### src/tdc_pkg.sv
package tdc_pkg;

  // ==========================================================
  // Register map, 8-bit I/O addresses, 4-bit data
  localparam logic [7:0] ADDR_IRQ_FLAG = 8'hc5;
  localparam logic [7:0] ADDR_IRQ_MASK = 8'hd2;
  localparam logic [7:0] ADDR_PORT_DATA = 8'hd3;
  localparam logic [7:0] ADDR_OSC_CTRL = 8'hd8;
  localparam logic [7:0] ADDR_MODE_CFG = 8'he0;
  localparam logic [7:0] ADDR_PAUSE_SEL = 8'he1;
  localparam logic [7:0] ADDR_FLASH_SEL = 8'he2;
  localparam logic [7:0] ADDR_LINE_CTRL = 8'he3;
  localparam logic [7:0] ADDR_HANDSFREE = 8'he4;
  localparam logic [7:0] ADDR_GAP_SEL = 8'he5;
  localparam logic [7:0] ADDR_TONE_EN = 8'he6;
  localparam logic [7:0] ADDR_DIAL_CODE = 8'he7;
  localparam logic [7:0] ADDR_MUTE_CTRL = 8'he8;
  localparam logic [7:0] ADDR_HOOK_CTRL = 8'he9;
  localparam logic [7:0] ADDR_OUT_SELECT = 8'hea;

  // ==========================================================
  // Field positions
  localparam int BIT_PULSE_MODE = 3;
  localparam int BIT_MAKE_BREAK = 1;
  localparam int BIT_PULSE_RATE = 0;
  localparam int BIT_HOLD = 2;
  localparam int BIT_PAUSE = 1;
  localparam int BIT_FLASH = 0;
  localparam int BIT_HANDSFREE = 3;
  localparam int BIT_ROW_TONE = 1;
  localparam int BIT_COL_TONE = 0;
  localparam int BIT_RX_SILENCE = 1;
  localparam int BIT_TX_SILENCE = 0;
  localparam int BIT_KEEP_SEL = 2;
  localparam int BIT_HF_SEL = 3;
  localparam int BIT_CLK_SRC = 1;
  localparam int BIT_OSC3_ON = 0;

  // ==========================================================
  // Reset values
  localparam logic [3:0] RST_PAUSE_CODE = 4'h4;
  localparam logic [3:0] RST_FLASH_CODE = 4'h6;
  localparam logic [3:0] RST_GAP_CODE = 4'h8;

  // ==========================================================
  // Timing: all intervals count ticks of the 32768 Hz time base
  localparam int CLK_HZ = 10000000;
  localparam int OSC_HZ = 32768;
  localparam int OSC_DIV_CYCLES = CLK_HZ / OSC_HZ;
  localparam logic [18:0] STEP_TICKS = 19'h00c00;        // 93.75 ms
  localparam logic [18:0] SEC_TICKS = 19'h08000;         // 1 s
  localparam logic [18:0] FLASH_GAP_TICKS = 19'h07800;   // 10 steps, 938 ms
  localparam logic [18:0] TONE_TICKS = 19'h00c00;        // 94 ms
  localparam logic [18:0] TONE_GAP_TICKS = 19'h00c00;    // 94 ms
  localparam logic [7:0] MUTE_HOLD_TICKS = 8'h84;        // 4 ms
  // Make / break lengths per pulse: 10 pps = 100 ms, 20 pps = 50 ms
  localparam logic [18:0] MAKE_10_40 = 19'h0051f;
  localparam logic [18:0] BREAK_10_40 = 19'h007ad;
  localparam logic [18:0] MAKE_10_33 = 19'h00444;
  localparam logic [18:0] BREAK_10_33 = 19'h00888;
  localparam logic [18:0] MAKE_20_40 = 19'h0028f;
  localparam logic [18:0] BREAK_20_40 = 19'h003d7;
  localparam logic [18:0] MAKE_20_33 = 19'h00222;
  localparam logic [18:0] BREAK_20_33 = 19'h00444;

  // ==========================================================
  // Sequencer states
  typedef enum logic [8:0] {
    TDC_IDLE = 9'h001,
    TDC_TONE = 9'h002,
    TDC_TONE_GAP = 9'h004,
    TDC_MAKE = 9'h008,
    TDC_BREAK = 9'h010,
    TDC_DIGIT_GAP = 9'h020,
    TDC_PAUSE = 9'h040,
    TDC_FLASH = 9'h080,
    TDC_FLASH_GAP = 9'h100
  } tdc_state_type;

  // ==========================================================
  // Processor access port
  typedef struct packed {
    logic wr;
    logic rd;
    logic [7:0] addr;
    logic [3:0] wdata;
  } tdc_bus_type;

  // Line-side pins
  typedef struct packed {
    logic dial_pulse_out_n;
    logic receive_silence_n;
    logic transmit_silence_n;
    logic tone_active;
    logic row_tone_allow;
    logic column_tone_allow;
    logic [3:0] port_out;
  } tdc_line_type;

endpackage : tdc_pkg

### src/tdc_dial_ctrl.sv
`timescale 1ns/10ps
// Behaviour
// Flash holds dial pulse pin low throughout.
// Flash mutes receive and transmit, plus pause.
// Fixed 938 ms pause after flash time.
// Line-hold bit is a plain on/off level.
// Pin twelve carries hold only when selected.
// Selected pin twelve follows line-hold bit.
// Hold on mutes transmit, raises hold output.
// Only dial, pause, flash completion interrupt.
// Tone interrupt after tone plus 94 ms.
// Pulse interrupt after pulses plus gap.
// Pause waits N seconds then interrupts.
// Flash waits selected time then interrupts.
// Interrupt flag readable, cleared by reading.
// Software clears flag before next cycle.
// Mask bit gates request, resets zero.
// Mode, ratio, rate bits; reset zero.
// Pause code N seconds, reset four.
// Flash code in 94 ms steps, reset 563.
// Gap code 94 ms steps, reset 750.
// Row and column tone enables reset one.
// Dial code write starts cycle, N pulses.
// Flash end interrupts and clears trigger.
// Intervals count prescaled 32768 Hz ticks.
// Unused bits read zero, ignore writes.
module tdc_dial_ctrl
  import tdc_pkg::*;
#(
  parameter int OSC_DIV = OSC_DIV_CYCLES
) (
  input wire logic clk,
  input wire logic rst,
  input wire tdc_bus_type bus,
  output logic [3:0] rdata,
  output logic dial_irq_request,
  output logic cpu_clock_source,
  output logic osc3_enable,
  output logic off_hook_ctrl,
  output tdc_line_type line
);

  // ==========================================================
  // State
  typedef struct packed {
    tdc_state_type state;
    logic [18:0] cnt;
    logic [3:0] pulses;
    logic [7:0] mhold;
    logic mhold_rx;
    logic [8:0] div;
    logic tick;
    logic dial_irq_pending;
    logic dial_irq_allow;
    logic [3:0] port;
    logic cpu_clock_source;
    logic osc3_on;
    logic pulse_mode_select;
    logic make_break_select;
    logic pulse_rate_select;
    logic [3:0] pause_length_code;
    logic [3:0] flash_length_code;
    logic line_hold;
    logic pause_go;
    logic flash_go;
    logic handsfree_on;
    logic [3:0] interdigit_gap_code;
    logic row_tone_allow;
    logic column_tone_allow;
    logic [3:0] dial_digit_code;
    logic receive_silence_ctrl;
    logic transmit_silence_ctrl;
    logic off_hook;
    logic line_keep_output_select;
    logic handsfree_output_select;
    logic [3:0] rdata;
  } tdc_regs_type;

  tdc_regs_type s_q;
  tdc_regs_type s_d;

  function automatic logic [18:0] scaled(input logic [18:0] unit, input logic [3:0] code);
    logic [22:0] prod;
    prod = 23'(unit) * 23'(code);
    return prod[18:0] - 19'h00001;
  endfunction : scaled

  logic [18:0] make_len;
  logic [18:0] break_len;
  logic done;
  logic cycle_end;
  logic wr_hit;
  logic idle;
  logic seq_tx_mute;
  logic seq_rx_mute;

  // ==========================================================
  // Pulse timing
  // Lengths load one short: the tick that finds zero ends the state
  always_comb begin
    unique case ({s_q.pulse_rate_select, s_q.make_break_select})
      2'b00: begin
        make_len = MAKE_10_40 - 19'h00001;
        break_len = BREAK_10_40 - 19'h00001;
      end
      2'b01: begin
        make_len = MAKE_10_33 - 19'h00001;
        break_len = BREAK_10_33 - 19'h00001;
      end
      2'b10: begin
        make_len = MAKE_20_40 - 19'h00001;
        break_len = BREAK_20_40 - 19'h00001;
      end
      2'b11: begin
        make_len = MAKE_20_33 - 19'h00001;
        break_len = BREAK_20_33 - 19'h00001;
      end
    endcase
  end

  // Tick phase is free, so a fresh interval may run up to one tick short
  assign done = s_q.tick && (s_q.cnt == 19'h00000);
  assign idle = (s_q.state == TDC_IDLE);

  // ==========================================================
  // Next state
  always_comb begin
    s_d = s_q;
    cycle_end = 1'b0;
    wr_hit = bus.wr;
    s_d.tick = 1'b0;
    // ==========================================================
    // Time base: one-cycle enable at about 32768 Hz
    if (s_q.div == 9'(OSC_DIV - 1)) begin
      s_d.div = 9'h000;
      s_d.tick = 1'b1;
    end else begin
      s_d.div = s_q.div + 9'h001;
    end
    if (s_q.tick && !idle && s_q.cnt != 19'h00000) begin
      s_d.cnt = s_q.cnt - 19'h00001;
    end
    if (s_q.tick && s_q.mhold != 8'h00) begin
      s_d.mhold = s_q.mhold - 8'h01;
    end

    // ==========================================================
    // Sequencer
    unique case (s_q.state)
      TDC_IDLE: begin
        if (s_q.flash_go) begin
          s_d.state = TDC_FLASH;
          s_d.cnt = scaled(STEP_TICKS, s_q.flash_length_code);
        end else if (s_q.pause_go) begin
          s_d.state = TDC_PAUSE;
          s_d.cnt = scaled(SEC_TICKS, s_q.pause_length_code);
        end
      end
      TDC_TONE: begin
        if (done) begin
          s_d.state = TDC_TONE_GAP;
          s_d.cnt = TONE_GAP_TICKS - 19'h00001;
        end
      end
      TDC_TONE_GAP: begin
        if (done) begin
          s_d.state = TDC_IDLE;
          cycle_end = 1'b1;
          s_d.mhold = MUTE_HOLD_TICKS;
          s_d.mhold_rx = 1'b0;
        end
      end
      TDC_MAKE: begin
        if (done) begin
          s_d.state = TDC_BREAK;
          s_d.cnt = break_len;
        end
      end
      TDC_BREAK: begin
        if (done) begin
          if (s_q.pulses == 4'h1) begin
            s_d.state = TDC_DIGIT_GAP;
            s_d.cnt = scaled(STEP_TICKS, s_q.interdigit_gap_code);
          end else begin
            s_d.state = TDC_MAKE;
            s_d.cnt = make_len;
            s_d.pulses = s_q.pulses - 4'h1;
          end
        end
      end
      TDC_DIGIT_GAP: begin
        if (done) begin
          s_d.state = TDC_IDLE;
          cycle_end = 1'b1;
          s_d.mhold = MUTE_HOLD_TICKS;
          s_d.mhold_rx = 1'b1;
        end
      end
      TDC_PAUSE: begin
        if (done) begin
          s_d.state = TDC_IDLE;
          s_d.pause_go = 1'b0;
          cycle_end = 1'b1;
        end
      end
      TDC_FLASH: begin
        if (done) begin
          s_d.state = TDC_FLASH_GAP;
          s_d.cnt = FLASH_GAP_TICKS - 19'h00001;
        end
      end
      TDC_FLASH_GAP: begin
        if (done) begin
          s_d.state = TDC_IDLE;
          s_d.flash_go = 1'b0;
          cycle_end = 1'b1;
        end
      end
      default: begin
        s_d.state = TDC_IDLE;
      end
    endcase

    // ==========================================================
    // Register writes; unused bits are simply not stored
    if (wr_hit) begin
      unique case (bus.addr)
        ADDR_IRQ_MASK: s_d.dial_irq_allow = bus.wdata[0];
        ADDR_PORT_DATA: s_d.port = bus.wdata;
        ADDR_OSC_CTRL: begin
          s_d.cpu_clock_source = bus.wdata[BIT_CLK_SRC];
          s_d.osc3_on = bus.wdata[BIT_OSC3_ON];
        end
        ADDR_MODE_CFG: begin
          s_d.pulse_mode_select = bus.wdata[BIT_PULSE_MODE];
          s_d.make_break_select = bus.wdata[BIT_MAKE_BREAK];
          s_d.pulse_rate_select = bus.wdata[BIT_PULSE_RATE];
        end
        ADDR_PAUSE_SEL: s_d.pause_length_code = bus.wdata;
        ADDR_FLASH_SEL: s_d.flash_length_code = bus.wdata;
        ADDR_LINE_CTRL: begin
          s_d.line_hold = bus.wdata[BIT_HOLD];
          // A trigger while a cycle runs is dropped, not queued
          if (idle && !s_q.flash_go && !s_q.pause_go) begin
            s_d.flash_go = bus.wdata[BIT_FLASH];
            s_d.pause_go = bus.wdata[BIT_PAUSE] && !bus.wdata[BIT_FLASH];
          end
        end
        ADDR_HANDSFREE: s_d.handsfree_on = bus.wdata[BIT_HANDSFREE];
        ADDR_GAP_SEL: s_d.interdigit_gap_code = bus.wdata;
        ADDR_TONE_EN: begin
          s_d.row_tone_allow = bus.wdata[BIT_ROW_TONE];
          s_d.column_tone_allow = bus.wdata[BIT_COL_TONE];
        end
        ADDR_DIAL_CODE: begin
          s_d.dial_digit_code = bus.wdata;
          // Code zero wraps to sixteen pulses; software must never write it
          if (idle && !s_q.flash_go && !s_q.pause_go) begin
            if (s_q.pulse_mode_select) begin
              s_d.state = TDC_MAKE;
              s_d.cnt = make_len;
              s_d.pulses = bus.wdata;
            end else begin
              s_d.state = TDC_TONE;
              s_d.cnt = TONE_TICKS - 19'h00001;
            end
          end
        end
        ADDR_MUTE_CTRL: begin
          s_d.receive_silence_ctrl = bus.wdata[BIT_RX_SILENCE];
          s_d.transmit_silence_ctrl = bus.wdata[BIT_TX_SILENCE];
        end
        ADDR_HOOK_CTRL: s_d.off_hook = bus.wdata[0];
        ADDR_OUT_SELECT: begin
          s_d.line_keep_output_select = bus.wdata[BIT_KEEP_SEL];
          s_d.handsfree_output_select = bus.wdata[BIT_HF_SEL];
        end
        default: begin
        end
      endcase
    end

    // ==========================================================
    // Read data, registered; unmapped and unused bits read zero
    if (bus.rd) begin
      unique case (bus.addr)
        ADDR_IRQ_FLAG: s_d.rdata = {3'h0, s_q.dial_irq_pending};
        ADDR_IRQ_MASK: s_d.rdata = {3'h0, s_q.dial_irq_allow};
        ADDR_PORT_DATA: s_d.rdata = s_q.port;
        ADDR_OSC_CTRL: s_d.rdata = {2'h0, s_q.cpu_clock_source, s_q.osc3_on};
        ADDR_MODE_CFG: begin
          s_d.rdata = {s_q.pulse_mode_select, 1'b0, s_q.make_break_select,
                       s_q.pulse_rate_select};
        end
        ADDR_PAUSE_SEL: s_d.rdata = s_q.pause_length_code;
        ADDR_FLASH_SEL: s_d.rdata = s_q.flash_length_code;
        ADDR_LINE_CTRL: s_d.rdata = {1'b0, s_q.line_hold, 2'h0};
        ADDR_HANDSFREE: s_d.rdata = {s_q.handsfree_on, 3'h0};
        ADDR_GAP_SEL: s_d.rdata = s_q.interdigit_gap_code;
        ADDR_TONE_EN: s_d.rdata = {2'h0, s_q.row_tone_allow, s_q.column_tone_allow};
        ADDR_DIAL_CODE: s_d.rdata = s_q.dial_digit_code;
        ADDR_MUTE_CTRL: begin
          s_d.rdata = {2'h0, s_q.receive_silence_ctrl, s_q.transmit_silence_ctrl};
        end
        ADDR_HOOK_CTRL: s_d.rdata = {3'h0, s_q.off_hook};
        ADDR_OUT_SELECT: begin
          s_d.rdata = {s_q.handsfree_output_select, s_q.line_keep_output_select, 2'h0};
        end
        default: s_d.rdata = 4'h0;
      endcase
    end

    // ==========================================================
    // Flag: a completion in the reading cycle survives the clear
    if (bus.rd && bus.addr == ADDR_IRQ_FLAG) begin
      s_d.dial_irq_pending = 1'b0;
    end
    if (cycle_end) begin
      s_d.dial_irq_pending = 1'b1;
    end
  end

  // ==========================================================
  // Registers
  always_ff @(posedge clk) begin
    if (rst) begin
      s_q <= '0;
      // Later non-blocking writes override the blanket clear
      s_q.state <= TDC_IDLE;
      s_q.pause_length_code <= RST_PAUSE_CODE;
      s_q.flash_length_code <= RST_FLASH_CODE;
      s_q.interdigit_gap_code <= RST_GAP_CODE;
      s_q.row_tone_allow <= 1'b1;
      s_q.column_tone_allow <= 1'b1;
      s_q.receive_silence_ctrl <= 1'b1;
      s_q.transmit_silence_ctrl <= 1'b1;
    end else begin
      s_q <= s_d;
    end
  end

  // ==========================================================
  // Line outputs
  // Mute control bits act as enables for automatic muting
  // Mute hold bridges digits sent within 4 ms, so the line stays muted
  // Tone dialing leaves the receive path open
  assign seq_rx_mute = (s_q.state inside {TDC_MAKE, TDC_BREAK, TDC_DIGIT_GAP,
                        TDC_FLASH, TDC_FLASH_GAP}) || (s_q.mhold != 8'h00 && s_q.mhold_rx);
  assign seq_tx_mute = seq_rx_mute || (s_q.state inside {TDC_TONE, TDC_TONE_GAP}) ||
                       s_q.mhold != 8'h00;

  assign rdata = s_q.rdata;
  assign dial_irq_request = s_q.dial_irq_pending && s_q.dial_irq_allow;
  assign cpu_clock_source = s_q.cpu_clock_source;
  assign osc3_enable = s_q.osc3_on;
  assign off_hook_ctrl = s_q.off_hook;

  always_comb begin
    // Dial pin idles at the hook level, low while on hook
    line.dial_pulse_out_n = s_q.off_hook && (s_q.state != TDC_BREAK) &&
                            (s_q.state != TDC_FLASH);
    line.receive_silence_n = !(seq_rx_mute && s_q.receive_silence_ctrl);
    line.transmit_silence_n = !((seq_tx_mute && s_q.transmit_silence_ctrl) ||
                                s_q.line_hold);
    line.tone_active = s_q.state == TDC_TONE;
    line.row_tone_allow = s_q.row_tone_allow;
    line.column_tone_allow = s_q.column_tone_allow;
    line.port_out = s_q.port;
    // Port data one forces the pin high regardless of selection
    line.port_out[2] = s_q.port[2] || (s_q.line_keep_output_select && s_q.line_hold);
    line.port_out[3] = s_q.port[3] || (s_q.handsfree_output_select && s_q.handsfree_on);
  end

endmodule : tdc_dial_ctrl

### config.mk
export PLATFORM = sky130hd
export DESIGN_NAME = tdc_dial_ctrl
export DESIGN_NICKNAME = d
export VERILOG_FILES = /design/src/tdc_pkg.sv /design/src/tdc_dial_ctrl.sv
export SDC_FILE = /design/constraint.sdc
export NUM_CORES = 1
export LEC_CHECK = 0
export BUFFER_PORTS_ARGS = -buffer_cell sky130_fd_sc_hd__buf_2
export CAP_MARGIN = 5
export CORE_MARGIN = 2
export CORE_UTILIZATION = 65
export CTS_CLUSTER_DIAMETER = 30
export DETAILED_ROUTE_END_ITERATION = 10
export HOLD_SLACK_MARGIN = 0.12
export PLACE_DENSITY_LB_ADDON = 0.3
export SETUP_SLACK_MARGIN = 0.02
export SYNTH_ARGS = -nofsm -noshare
export SYNTH_HDL_FRONTEND = slang
export SYNTH_SLANG_ARGS = --single-unit
### constraint.sdc
create_clock -name clk -period 6.15 [get_ports clk]
set_input_delay 0.3075 -clock clk [delete_from_list [all_inputs] [get_ports clk]]
set_output_delay 0.3075 -clock clk [all_outputs]
set_load 0.01 [all_outputs]
# After elaboration in Yosys (flattened, before gate mapping)
# Index checks and enable logic that the tools add are counted.
# word_totals
register_bits,93
output_inout_bits,18
wordCells,170
# op_classes
add_sub_neg,7
multipliers,2
n_eq_ne,33
mux,44
n_reduce_logical,53
# op_table
operator,n
one-hot mux 19 bit (4 select lines),2
two-way mux 28 bit,5
two-way mux 32 bit,4
"== test 8 bit, second input constant",15
one-hot mux 19 bit (5 select lines),1
one-hot mux 4 bit (15 select lines),1
one-hot mux 9 bit (6 select lines),1
"subtractor 19 x 1 -> 19 bit, second input constant",2
"subtractor 16 x 1 -> 17 bit, second input constant",2
AND reduction 2 bit,14
two-way mux 9 bit,3
two-way mux 25 bit,1
two-way mux 23 bit,1
two-way mux 4 bit,5
logical NOT 19 bit,1
two-way mux 19 bit,1
nonzero test 19 bit,1
"== test 9 bit, second input constant",2
two-way mux 18 bit,1
one-hot mux 9 bit (2 select lines),1
logical AND 1 bit,16
"multiplier 2 x 4 -> 6 bit, first input constant",2
two-way mux 1 bit,11
two-way mux 2 bit,5
27 further kinds,41

# Longest topological paths before layout
# Gate-level depths: netlist of the first run.
# logic_depth
depth_word,11
depth_mapped,10

# Worst setup path before layout of the first run
# OpenSTA, ideal clock, no wires.
# synth_path
path_kind,register to register
startpoint,reg s_q[25] (netlist bit)
endpoint,reg s_q[82] (netlist bit)
t_arrival_ps,2453
required_time_ps,6081
slack_ps,3628
path_stages_with_launch,11
n_path_buf,1
path_cell_list,dfxtp_1 inv_1 ha_1 buf_6 and3b_4 or4_4 a2111oi_2 and2_1 o21ai_0 a21boi_1 o21ai_1
# synth_via
elab_chain_len,7
# synth_lines
element,line,text
start: declaration,tdc_dial_ctrl.sv:79,tdc_regs_type s_q;
multiplier 2 x 4 -> 6 bit *,tdc_dial_ctrl.sv:84,prod = 23'(unit) * 23'(code);
subtractor 16 x 1 -> 17 bit *,tdc_dial_ctrl.sv:85,return prod[18:0] - 19'h00001;
two-way mux 28 bit *,tdc_dial_ctrl.sv:151,if (s_q.flash_go) begin
one-hot mux 19 bit (5 select lines) *,tdc_dial_ctrl.sv:149,unique case (s_q.state)
two-way mux 32 bit,tdc_dial_ctrl.sv:258,if (idle && !s_q.flash_go && !s_q.pause_go) begin
two-way mux 32 bit,tdc_dial_ctrl.sv:227,unique case (bus.addr)
two-way mux 32 bit *,tdc_dial_ctrl.sv:226,if (wr_hit) begin
# Mark *: on every way between the ends. The rest lies on a longest branch, timed or not.
# A chain may end at the register's enable or synchronous reset.

# Worst setup path after layout of the first run
# layout_path
startpoint,reg s_q[86] (netlist bit)
endpoint,reg s_q[69] (netlist bit)
# layout_via
elab_chain_len,11
elab_cells_between_ends,21
classes_between,eq/ne (5); mux (11); reduce/logical (5)
# layout_lines
element,line,text
== test 9 x 1 -> 1 bit,"tdc_dial_ctrl.sv:123, tdc_dial_ctrl.sv:149",
logical NOT 1 bit,tdc_dial_ctrl.sv:140,if (s_q.tick && !idle && s_q.cnt != 19'h00000) begin
logical AND 1 bit (2 in a row),tdc_dial_ctrl.sv:140,
two-way mux 19 bit,tdc_dial_ctrl.sv:140,
two-way mux 28 bit,tdc_dial_ctrl.sv:154,end else if (s_q.pause_go) begin
two-way mux 28 bit,tdc_dial_ctrl.sv:151,
one-hot mux 19 bit (5 select lines),tdc_dial_ctrl.sv:149,
two-way mux 32 bit,tdc_dial_ctrl.sv:258,
two-way mux 32 bit,tdc_dial_ctrl.sv:227,
two-way mux 32 bit *,tdc_dial_ctrl.sv:226,
# Marks and branches as above.

==> impl_results.md, run 1 <==
- FF+latch count, synth: 93
- HP Class: in2reg
- Mean Syn Cell Area: a little under 8 sq um
- LEAKAGE: ~2.5 nW
- CTS Sinks: 93
- Worst-skew pair later-pin latency: ~0.38 ns
- Post-Place Worst Slack: between 2 and 3 ns
- Setup crit start kind: register
- Synth area leaders: dfxtp_1 29%, nor2_1 6.2%, a21oi_1 5.1%
- Total core area: approximately 9600 sq um
- First-pass GRT wire length: approximately 29000 um
- Status: finished, final reports clean
- Final Slew Violations: 0
- IO Port Bufs: 33
- Final Util: between 60% and 70%
- Setup Fix Bufs, Post-CTS: 0
- Setup WS post-layout: roughly 2.7 ns
- Cts repair resizes: 0
- Clock Tree Buf Depth: 2
- DRT antenna net count: 0
- Antenna cells: 0
- Worst-path clk slew: 0.09 ns
- TritonCTS Buffers: 9
- Post-synth EDFFs: 0
- Wire per inst: roughly 19 um
- Worst rel slew slack: about 5.4%
- Sequential fraction of the synthesis area: between 20 and 30%
- GRT Util Overall: 35.2%
- Share of layout cells above drive strength 1: roughly a tenth
- Final setup viols: 0
- Synthesized area: approximately 6400 sq um
- DR pass1 iterations: 6
- Layout Nets: approximately 860
- Worst setup EP type: register
- Post-Syn Nets: 863
- Routability cong.: approximately 1.0
- Max Fanout on Critical Path: 22
- Synthesis Warnings: 0
- Max_cap viols: 0
- Final period util: between 50 and 60%
- GRT overflow: 0
- Most instantiated library cell after synthesis: nor2_1
- RSZ-0062 raised after global routing: no
- Arr. time, crit path: 3.73 ns
- Cells after Synth: about 800
- Critical setup path kind: reg2reg
- Die width: 103 um
- Main synth FF type: dfxtp_1
- Row cnt: 36
- Final Skew: 0.00724 ns
- Die height: between 100 and 150 um
- Crit path time final: 3.44 ns
- Fin area: between 6000 and 7000 sq um
- Synth top cells by count: 105 x nor2_1, 93 x dfxtp_1, 80 x nand2_1
- H-tree Lvls: 3
- Top cell type's share of synthesized area: about 29%
- Asr flop ratio synth: 0%
- Yosys top cell by area: dfxtp_1
- DP HPWL: around 14000 um
- Worst path required time: 6.44 ns
- # IOs: 34
- Vias per inst: about 6.7
- Hold Vio Cnt, Final: 0
- Drt initial violations: roughly 610
- Area Overhead vs Synth: 4.40%
- Peak Freq: between 200 and 300 MHz
- Vias in the first global route: 5860
- Hold_buf cts: 0
- Setup tns final: 0 ns
- Count of cell types in the netlist: 80
- Power density over the cells: roughly 160 nW/um^2
- Max IR drop VDD: between 150 and 200 uV
- Antenna violations before repair: 0
- Initial Util: between 60% and 70%
- Vias: roughly 6400
- CTS tree: built
- Filler cell count: ~860
- Total wire length: between 15000 and 20000 um
- Placed Instance Area: around 6500 sq um
- Worst-Margin Slew: approximately 1.4 ns
- DRC: 0
- Largest net degree at the start of global routing: 70
- Die footprint: between 10000 and 15000 sq um
- Root Driver: clkbuf_8
cells by family (layout without fill, tap and decap cells):
group | count (synthesis) | after routing | share of synthesized area, %
multiplexers | 16 | 16 | 2.53
flip-flops | 93 | 93 | 29.2
adder cells (fa/ha/maj) | 25 | 25 | 5.14
AO/OA/AOI/OAI | 206 | 206 | 21.8
XOR/XNOR | 41 | 41 | 5.63
AND/OR/NAND/NOR | 366 | 366 | 30.1
buffers and inverters | 75 | 79 | 5.63
area by class of cell:
cell class | instances | area [sq um] | area share [%]
Timing Repair Buffer | 34 | 173 | 2.59
Inverter | 29 | 109 | 1.64
Sequential cell | 93 | 1860 | 28.0
Clock buffer | 11 | 131 | 1.97
Tap cell | 133 | 166 | 2.50
Multi-Input combinational cell | 654 | 4150 | 62.4
Clock inverter | 5 | 60.1 | 0.902
path summary, 6_finish.rpt:
check / from / slack, ns / endpoint / cells after the start
setup / recovery: s_q[86] / 2.71 / s_q[69] / 7
hold / removal: bus[12] / 0.26 / rdata[0] / 3
setup reg to reg: s_q[86] / 2.71 / s_q[69] / 7
hold reg to reg: rdata[1] / 0.47 / rdata[1] / 2
per-stage QoR:
step	hold WS, ns	instances	power, mW
after floorplan	0.442	822	0.661
after global placement	0.451	943	0.679
after detailed placement	0.460	943	0.680
after CTS	0.259	959	1.09
after global routing	0.275	959	1.12
final	0.262	959	1.09
state kept, by name, indices dropped and copies added, names as in the netlist:
| register | cells |
|---|---|
| cpu_clock_source | 1 |
| line | 4 |
| off_hook_ctrl | 1 |
| rdata | 4 |
| osc3_enable | 1 |
| s_q | 82 |
metal layers:
metal  part of all wire (%)  GRT usage, %  vias up
met4                    4.7          18.5        0
met3                    8.3          6.92       85
met2                     46          56.2      352
met5                      0             0        -
met1                     41          44.9     2980
li1                       -             -     2977
critical path: stages (launching register included):
cell and delay, ns:
dfxtp_1 0.36, nor3_1 0.90, and3_1 0.83, and3_1 0.39, nand2_1 0.36, o21bai_1 0.32, a21oi_1 0.07, o21a_1 0.11
placed cells by master, fill, tap and decap left out, types with 10 or more instances in the layout:
cell / Yosys / final
mux2i_1: 15 / 15
xnor2_1: 21 / 21
buf_2: 9 / 33
nand2_1: 80 / 80
ha_1: 23 / 23
a21oi_1: 65 / 65
a211oi_1: 18 / 18
dfxtp_1: 93 / 93
nand3_1: 35 / 35
and3_1: 10 / 10
xor2_1: 20 / 20
a31oi_1: 11 / 11
nor2b_1: 11 / 11
o21ai_0: 29 / 29
nand2b_1: 12 / 12
inv_1: 29 / 29
nor3_1: 27 / 27
nor2_1: 105 / 105
nand4_1: 12 / 12
power by group:
| part | internal, mW | total (mW) | switching, mW |
|---|---|---|---|
| sequential | 0.604 | 0.607 | 0.00303 |
| combinational | 0.0175 | 0.0606 | 0.0431 |
| clock | 0.190 | 0.426 | 0.236 |
| total | 0.812 | 1.09 | 0.282 |
No activity file was read; power rests on OpenSTA's default activity.
==> run 2: changes to the inputs <==
Settings changed: ABC_AREA set to 1, CORE_UTILIZATION 65 to 56.
Clock period 6.15 ns to 2.77 ns, I/O delays scaled along.
==> impl_results.md, run 2 <==
- Status: finished, final reports clean
- IO Port Bufs: 33 (unchanged)
- DRC: 0 (unchanged)
- First-pass GRT wire length: 30100 um (+2.9%)
- Post-Syn Nets: 1114 (+29%)
- Vias in the first global route: 6287 (+7.3%)
- Die width: 113 um (+9.6%)
- Main synth FF type: dfxtp_1
- Commonest cells after routing, fill and taps aside: 277 x nand2_1, 141 x inv_1, 124 x nor2_1
- Hold EP: cpu_clock_source
- Hold wc startpoint: bus[1]
- Antenna violations before repair: 0 (unchanged)
- Filler cell count: 1113 (+29%)
- HP Class: in2reg
- Drt initial violations: 589 (-3.6%)
- Post-synth EDFFs: 0 (unchanged)
- Die height: 113 um (+9.6%)
- Reg2reg path depth: 12 (+5)
- Final Skew: 0.00955 ns (+0.00230 ns)
- GRT Util Overall: 29.2% (-6.0 points)
- Max Fanout on Critical Path: 5 (-77%)
- Max IR drop VDD: 512 uV (+180%)
- Final period util: between 80% and 90%
- Int Pwr: 2.26 mW (+180%)
- Arr. time, crit path: 2.29 ns (-1.44 ns)
- Worst-skew pair later-pin latency: 0.36 ns (-0.02 ns)
- Logic gate share of total power: 17.7% (+12 points)
- Initial Util: 57.7% (-8.4 points)
- Most instantiated library cell after synthesis: nand2_1
- Synthesized area: 6650 sq um (+4.3%)
- Vias per inst: 5.63 (-16%)
- Setup crit start kind: register
- Total wire length: 18600 um (+2.0%)
- Total core area: 11500 sq um (+19%)
- Routability cong.: 1.00 (-3.8%)
- Synth top cells by count: 277 x nand2_1, 141 x inv_1, 124 x nor2_1
- Hold Vio Cnt, Final: 0 (unchanged)
- Worst-Margin Slew: 0.634 ns (-0.782 ns)
- Worst-path clk slew: 0.06 ns (-0.03 ns)
- Worst setup EP type: output port
- DRT antenna net count: 0 (unchanged)
- Share of layout cells above drive strength 1: 9.23% (-0.091 points)
- Part of the power in registers: 43.3% (-12 points)
- Final setup viols: 0 (unchanged)
- H-tree Lvls: 3 (unchanged)
- Worst r2r dst: s_q[70]
- Most common cell after layout, fill and taps aside: nand2_1
- Power density over the cells: 445 nW/um^2 (+170%)
- DP HPWL: 14200 um (+5.5%)
- RSZ-0062 raised after global routing: no
- Sequential fraction of the synthesis area: 28.0% (-1.2 points)
- CTS tree: built
- Hold depth: 3 (unchanged)
- TritonCTS Buffers: 9 (unchanged)
- Setup WS post-layout: 0.344 ns (-2.36 ns)
- Clock Tree Buf Depth: 2 (unchanged)
- Setup Fix Bufs, Post-CTS: 0 (unchanged)
- Row cnt: 39 (+8.3%)
- Mean Syn Cell Area: 6.20 sq um (-20%)
- Top reg by flops: s_q
- FF+latch count, synth: 93 (unchanged)
- Asr flop ratio synth: 0% (unchanged)
- Worst reg2reg path startpoint: s_q[65]
- DR pass1 iterations: 6 (unchanged)
- Setup tns final: 0 ns (unchanged)
- Root Driver: clkbuf_16
- Count of cell types in the netlist: 45 (-44%)
- Max reg flops: 82 (unchanged)
- Critical setup path kind: reg2out
- Max_cap viols: 0 (unchanged)
- Worst rel slew slack: 57.7% (+52 points)
- Worst path required time: 2.63 ns (-3.81 ns)
- Top cell type's share of synthesized area: 28.0% (-1.2 points)
- Vias: 7020 (+9.8%)
- Largest net degree at the start of global routing: 26 (-63%)
- Synthesis Warnings: 0 (unchanged)
- LEAKAGE: 3.47 nW (+38%)
- Layout Nets: 1142 (+32%)
- Wire per inst: 14.9 um (-22%)
- Final Slew Violations: 0 (unchanged)
- Area Overhead vs Synth: 8.45%
- Post-Place Worst Slack: 0.556 ns (-2.36 ns)
- GRT overflow: 0 (unchanged)
- Die footprint: 12800 sq um (+20%)
- Cells after Synth: 1073 (+31%)
- Sw Share: 29.5% (+3.7 points)
- Sw power: 0.944 mW (+240%)
- Antenna cells: 0 (unchanged)
- Clock group share of total power: 39.0% (about the same)
- Internal reg-to-reg setup slack: 0.50 ns (-2.21 ns)
- Crit path time final: 2.43 ns
- # IOs: 34 (unchanged)
- CTS Sinks: 93 (unchanged)
- Synth area leaders: dfxtp_1 28%, nand2_1 16%, inv_1 8.0%
- Peak Freq: between 400 and 500 MHz
- Yosys top cell by area: dfxtp_1
-- run 2: area by class of cell --
class	count	area, sq um	area share (%)
Sequential cell	93	1860	25.8
Multi-Input combinational cell	806	4080	56.5
Tap cell	143	179	2.48
Clock inverter	4	48.8	0.677
Inverter	149	564	7.83
Timing Repair Buffer	42	238	3.30
Clock buffer	11	243	3.37
-- run 2: routing by layer --
metal	track usage [%]	part of all wire, %	up-vias
li1	-	-	3524
met1	36.5	43	3167
met2	50.2	47	287
met3	5.73	6.7	42
met5	0	0	-
met4	10.4	3.1	0
-- run 2: worst max-delay path by stage --
stage          startpoint       to  cells after the start  slack, ns
2_1_floorplan     s_q[16]  s_q[83]                     11       0.84
3_3_place_gp      s_q[65]  s_q[70]                     12       0.61
3_5_place_dp      s_q[65]  s_q[70]                     12       0.56
4_1_cts           s_q[92]  line[7]                     11       0.37
5_1_grt           s_q[92]  line[7]                     11       0.20
6_report          s_q[92]  line[7]                     11       0.34
-- run 2: through the flow --
step	cell area (sq um)	power [mW]	instances	hold slack, ns	utilization [%]
floorplan	6650	1.84	1073	0.265	-
CTS	7210	3.21	1248	0.128	62.6
global route	7210	3.34	1248	0.150	62.6
finish	7210	3.21	1248	0.133	62.6
global placement	6900	1.97	1231	0.435	59.9
detailed placement	6900	1.97	1231	0.435	59.9
-- run 2: kinds of logic (layout without fill, tap and decap cells) --
family	Yosys count	after routing	synth area share (%)
adder cells (fa/ha/maj)	25	25	4.93
AO/OA/AOI/OAI	203	203	16.5
buffers and inverters	174	206	10.7
flip-flops	93	93	28.0
AND/OR/NAND/NOR	558	558	37.3
XOR/XNOR	20	20	2.64
-- run 2: worst max-delay path, cell delays in order, from the launching register on --
cell and delay [ns]:
dfxtp_1 0.43, inv_2 0.11, nand3_2 0.14, nor2_1 0.08, inv_1 0.15, nand2_1 0.12, nor2_1 0.20, nand3_1 0.13
nor2_1 0.11, nand3_1 0.11, a21oi_1 0.19, buf_2 0.16
-- run 2: timing repair --
item / 4_1_cts / 5_1_grt
endpoints found under the hold margin: 5 / 0
hold buffers: 2 / 0
resized for setup: 0 / 0
-- run 2: power by group through the flow --
stage | combinational, mW | sequential, mW | clock, mW
2_1_floorplan | 0.430 | 1.41 | 0
3_3_place_gp | 0.551 | 1.42 | 0
3_5_place_dp | 0.554 | 1.42 | 0
4_1_cts | 0.560 | 1.39 | 1.26
5_1_grt | 0.639 | 1.39 | 1.31
6_report | 0.568 | 1.39 | 1.25
==> run 3: changes to the inputs <==
Settings changed: ABC_AREA 1 to unset, CAP_MARGIN 5 to unset.
==> impl_results.md, run 3 (same netlist as run 1, synthesis figures left out) <==
- Root Driver: clkbuf_16
- Part of the power in registers: 47.2% (+3.9 points)
- Vias in the first global route: 6022 (-4.2%)
- Final Slew Violations: 0 (unchanged)
- Status: finished, final reports clean
- Largest net degree at the start of global routing: 37 (+42%)
- Hold_buf cts: 3 (+1)
- Slowest-stage cell, CP: dfxtp_1
- Worst rel slew slack: 53.0% (-4.7 points)
- Max IR drop VDD: 376 uV (-27%)
- Max_cap viols: 0 (unchanged)
- Routability cong.: 1.02 (+1.1%)
- Worst path required time: 3.05 ns (+0.42 ns)
- Antenna violations before repair: 0 (unchanged)
- DRT antenna net count: 0 (unchanged)
- Sw Share: 23.0% (-6.5 points)
- Int Pwr: 2.20 mW (-2.6%)
- Setup crit start kind: register
- Commonest cells after routing, fill and taps aside: 105 x nor2_1, 93 x dfxtp_1, 80 x nand2_1
- Crit path cell chain: ha_1 > fa_1 > nor3_1 > nand2_1 > nor2_1 > a211oi_1 > or4_1 > o211ai_1
- TritonCTS Buffers: 9 (unchanged)
- Max Fanout on Critical Path: 7 (+2)
- Hold Vio Cnt, Final: 0 (unchanged)
- Worst-skew pair later-pin latency: 0.36 ns (about the same)
- CTS Sinks: 93 (unchanged)
- Hold EP: s_q[30]
- # IOs: 34 (unchanged)
- Antenna cells: 0 (unchanged)
- Cts repair resizes: 0 (unchanged)
- First-pass GRT wire length: 30700 um (+1.8%)
- Total wire length: 19100 um (+2.4%)
- Vias: 6406 (-8.7%)
- Row cnt: 38 (-2.6%)
- Max reg flops: 82 (unchanged)
- DR pass1 iterations: 5 (-1)
- Area Overhead vs Synth: 10.5%
- Share of layout cells above drive strength 1: 12.6% (+3.4 points)
- HP Class: in2reg
- Vias per inst: 6.42 (+14%)
- Logic gate share of total power: 5.1% (-13 points)
- Worst-Margin Slew: 0.698 ns (+0.0646 ns)
- GRT Util Overall: 30.9% (+1.7 points)
- Total core area: 11000 sq um (-4.6%)
- Reg2reg path depth: 8 (-4)
- RSZ-0062 raised after global routing: no
- Drt initial violations: 582 (-1.2%)
- Wire per inst: 19.1 um (+28%)
- Worst reg2reg path startpoint: s_q[15]
- Clock group share of total power: 47.7% (+8.7 points)
- DP HPWL: 14200 um (about the same)
- IO Port Bufs: 33 (unchanged)
- H-tree Lvls: 3 (unchanged)
- Power density over the cells: 406 nW/um^2 (-8.8%)
- LEAKAGE: 2.73 nW (-21%)
- Top reg by flops: s_q
- Worst-path clk slew: 0.06 ns (about the same)
- Die height: 111 um (-2.0%)
- Max incr delay on CP: 0.48 ns (+0.05 ns)
- Clock Tree Buf Depth: 2 (unchanged)
- Final Skew: 0.00398 ns (-0.00557 ns)
- Internal reg-to-reg setup slack: 0.18 ns (-0.32 ns)
- GRT overflow: 0 (unchanged)
- Initial Util: 58.0% (+0.32 points)
- Worst setup startpoint: s_q[15]
- Critical setup path kind: reg2reg
- Final setup viols: 0 (unchanged)
- Sw power: 0.656 mW (-31%)
- CTS tree: built
- Layout Nets: 894 (-22%)
- Worst setup EP type: register
- Setup Fix Bufs, Post-CTS: 0 (unchanged)
- Crit path time final: 2.59 ns (+0.160 ns)
- Most common cell after layout, fill and taps aside: nor2_1
- Peak Freq: 387 MHz (-6.2%)
- Setup tns final: 0 ns (unchanged)
- Hold depth: 3 (unchanged)
- Arr. time, crit path: 2.87 ns (+0.58 ns)
- Fin Hold WS: 0.141 ns (+0.00793 ns)
- Final period util: 93.4% (+5.8 points)
- Die width: 111 um (-2.0%)
- Worst r2r dst: s_q[80]
- DRC: 0 (unchanged)
- Hold wc startpoint: bus[3]
- Die footprint: 12300 sq um (-4.0%)
[run 3: changes by cell type in the layout (fill, tap and decap cells not counted), moves of 12 or more]
| cell | delta |
|---|---|
| nor2_1 | -19 |
| a21oi_1 | -16 |
| buf_4 | +23 |
| inv_1 | -112 |
| o21ai_1 | -16 |
| nand2b_1 | +12 |
| mux2i_1 | +15 |
| xnor2_1 | +13 |
| nor3_1 | +12 |
| nand3_1 | -42 |
| a211oi_1 | +15 |
| o21ai_0 | -40 |
| nand2_1 | -197 |
[run 3: through the flow]
step	area (sq um)	worst slack [ns]	power, mW	instances	util (%)
final	7050	0.184	2.86	998	64.1
after global routing	7050	0.0699	2.94	998	64.1
after CTS	7050	0.221	2.87	998	64.1
after detailed placement	6690	0.222	1.52	979	60.9
after global placement	6690	0.258	1.51	979	60.9
after floorplan	6370	0.248	1.47	822	-
[run 3: critical path, delay by kind of cell, from the launching register on]
kind | cells | cell delay, ns
compound gates | 2 | 0.21
fa+ha+maj | 2 | 0.71
flops | 1 | 0.48
simple gates | 4 | 1.10
[run 3: power groups by stage]
stage | Sequential [mW] | Clock (mW) | Combinational [mW]
2_1_floorplan | 1.38 | 0 | 0.0910
3_3_place_gp | 1.38 | 0 | 0.136
3_5_place_dp | 1.38 | 0 | 0.139
4_1_cts | 1.35 | 1.38 | 0.144
5_1_grt | 1.35 | 1.43 | 0.160
6_report | 1.35 | 1.36 | 0.147
[run 3: layout make-up]
type	instances	area, sq um
clock buffer	10	239
clock inverter	6	86.3
fill	939	3940
inverter	29	109
multi-input combinational	654	4150
sequential	93	1860
tap	140	175
timing repair buffer	66	420
[run 3: how the worst max path moves through the flow]
stage               endpoint  slack (ns)
global placement     s_q[80]        0.26
detailed placement   s_q[80]        0.22
floorplan            s_q[82]        0.25
finish               s_q[80]        0.18
global route         s_q[80]        0.07
CTS                  s_q[80]        0.22
[run 3: layer usage]
layer | GRT usage [%] | wire [um]
met5 | 0 | 0
met2 | 49.7 | 8820
met4 | 14.8 | 821
met1 | 40.1 | 8030
met3 | 5.47 | 1430
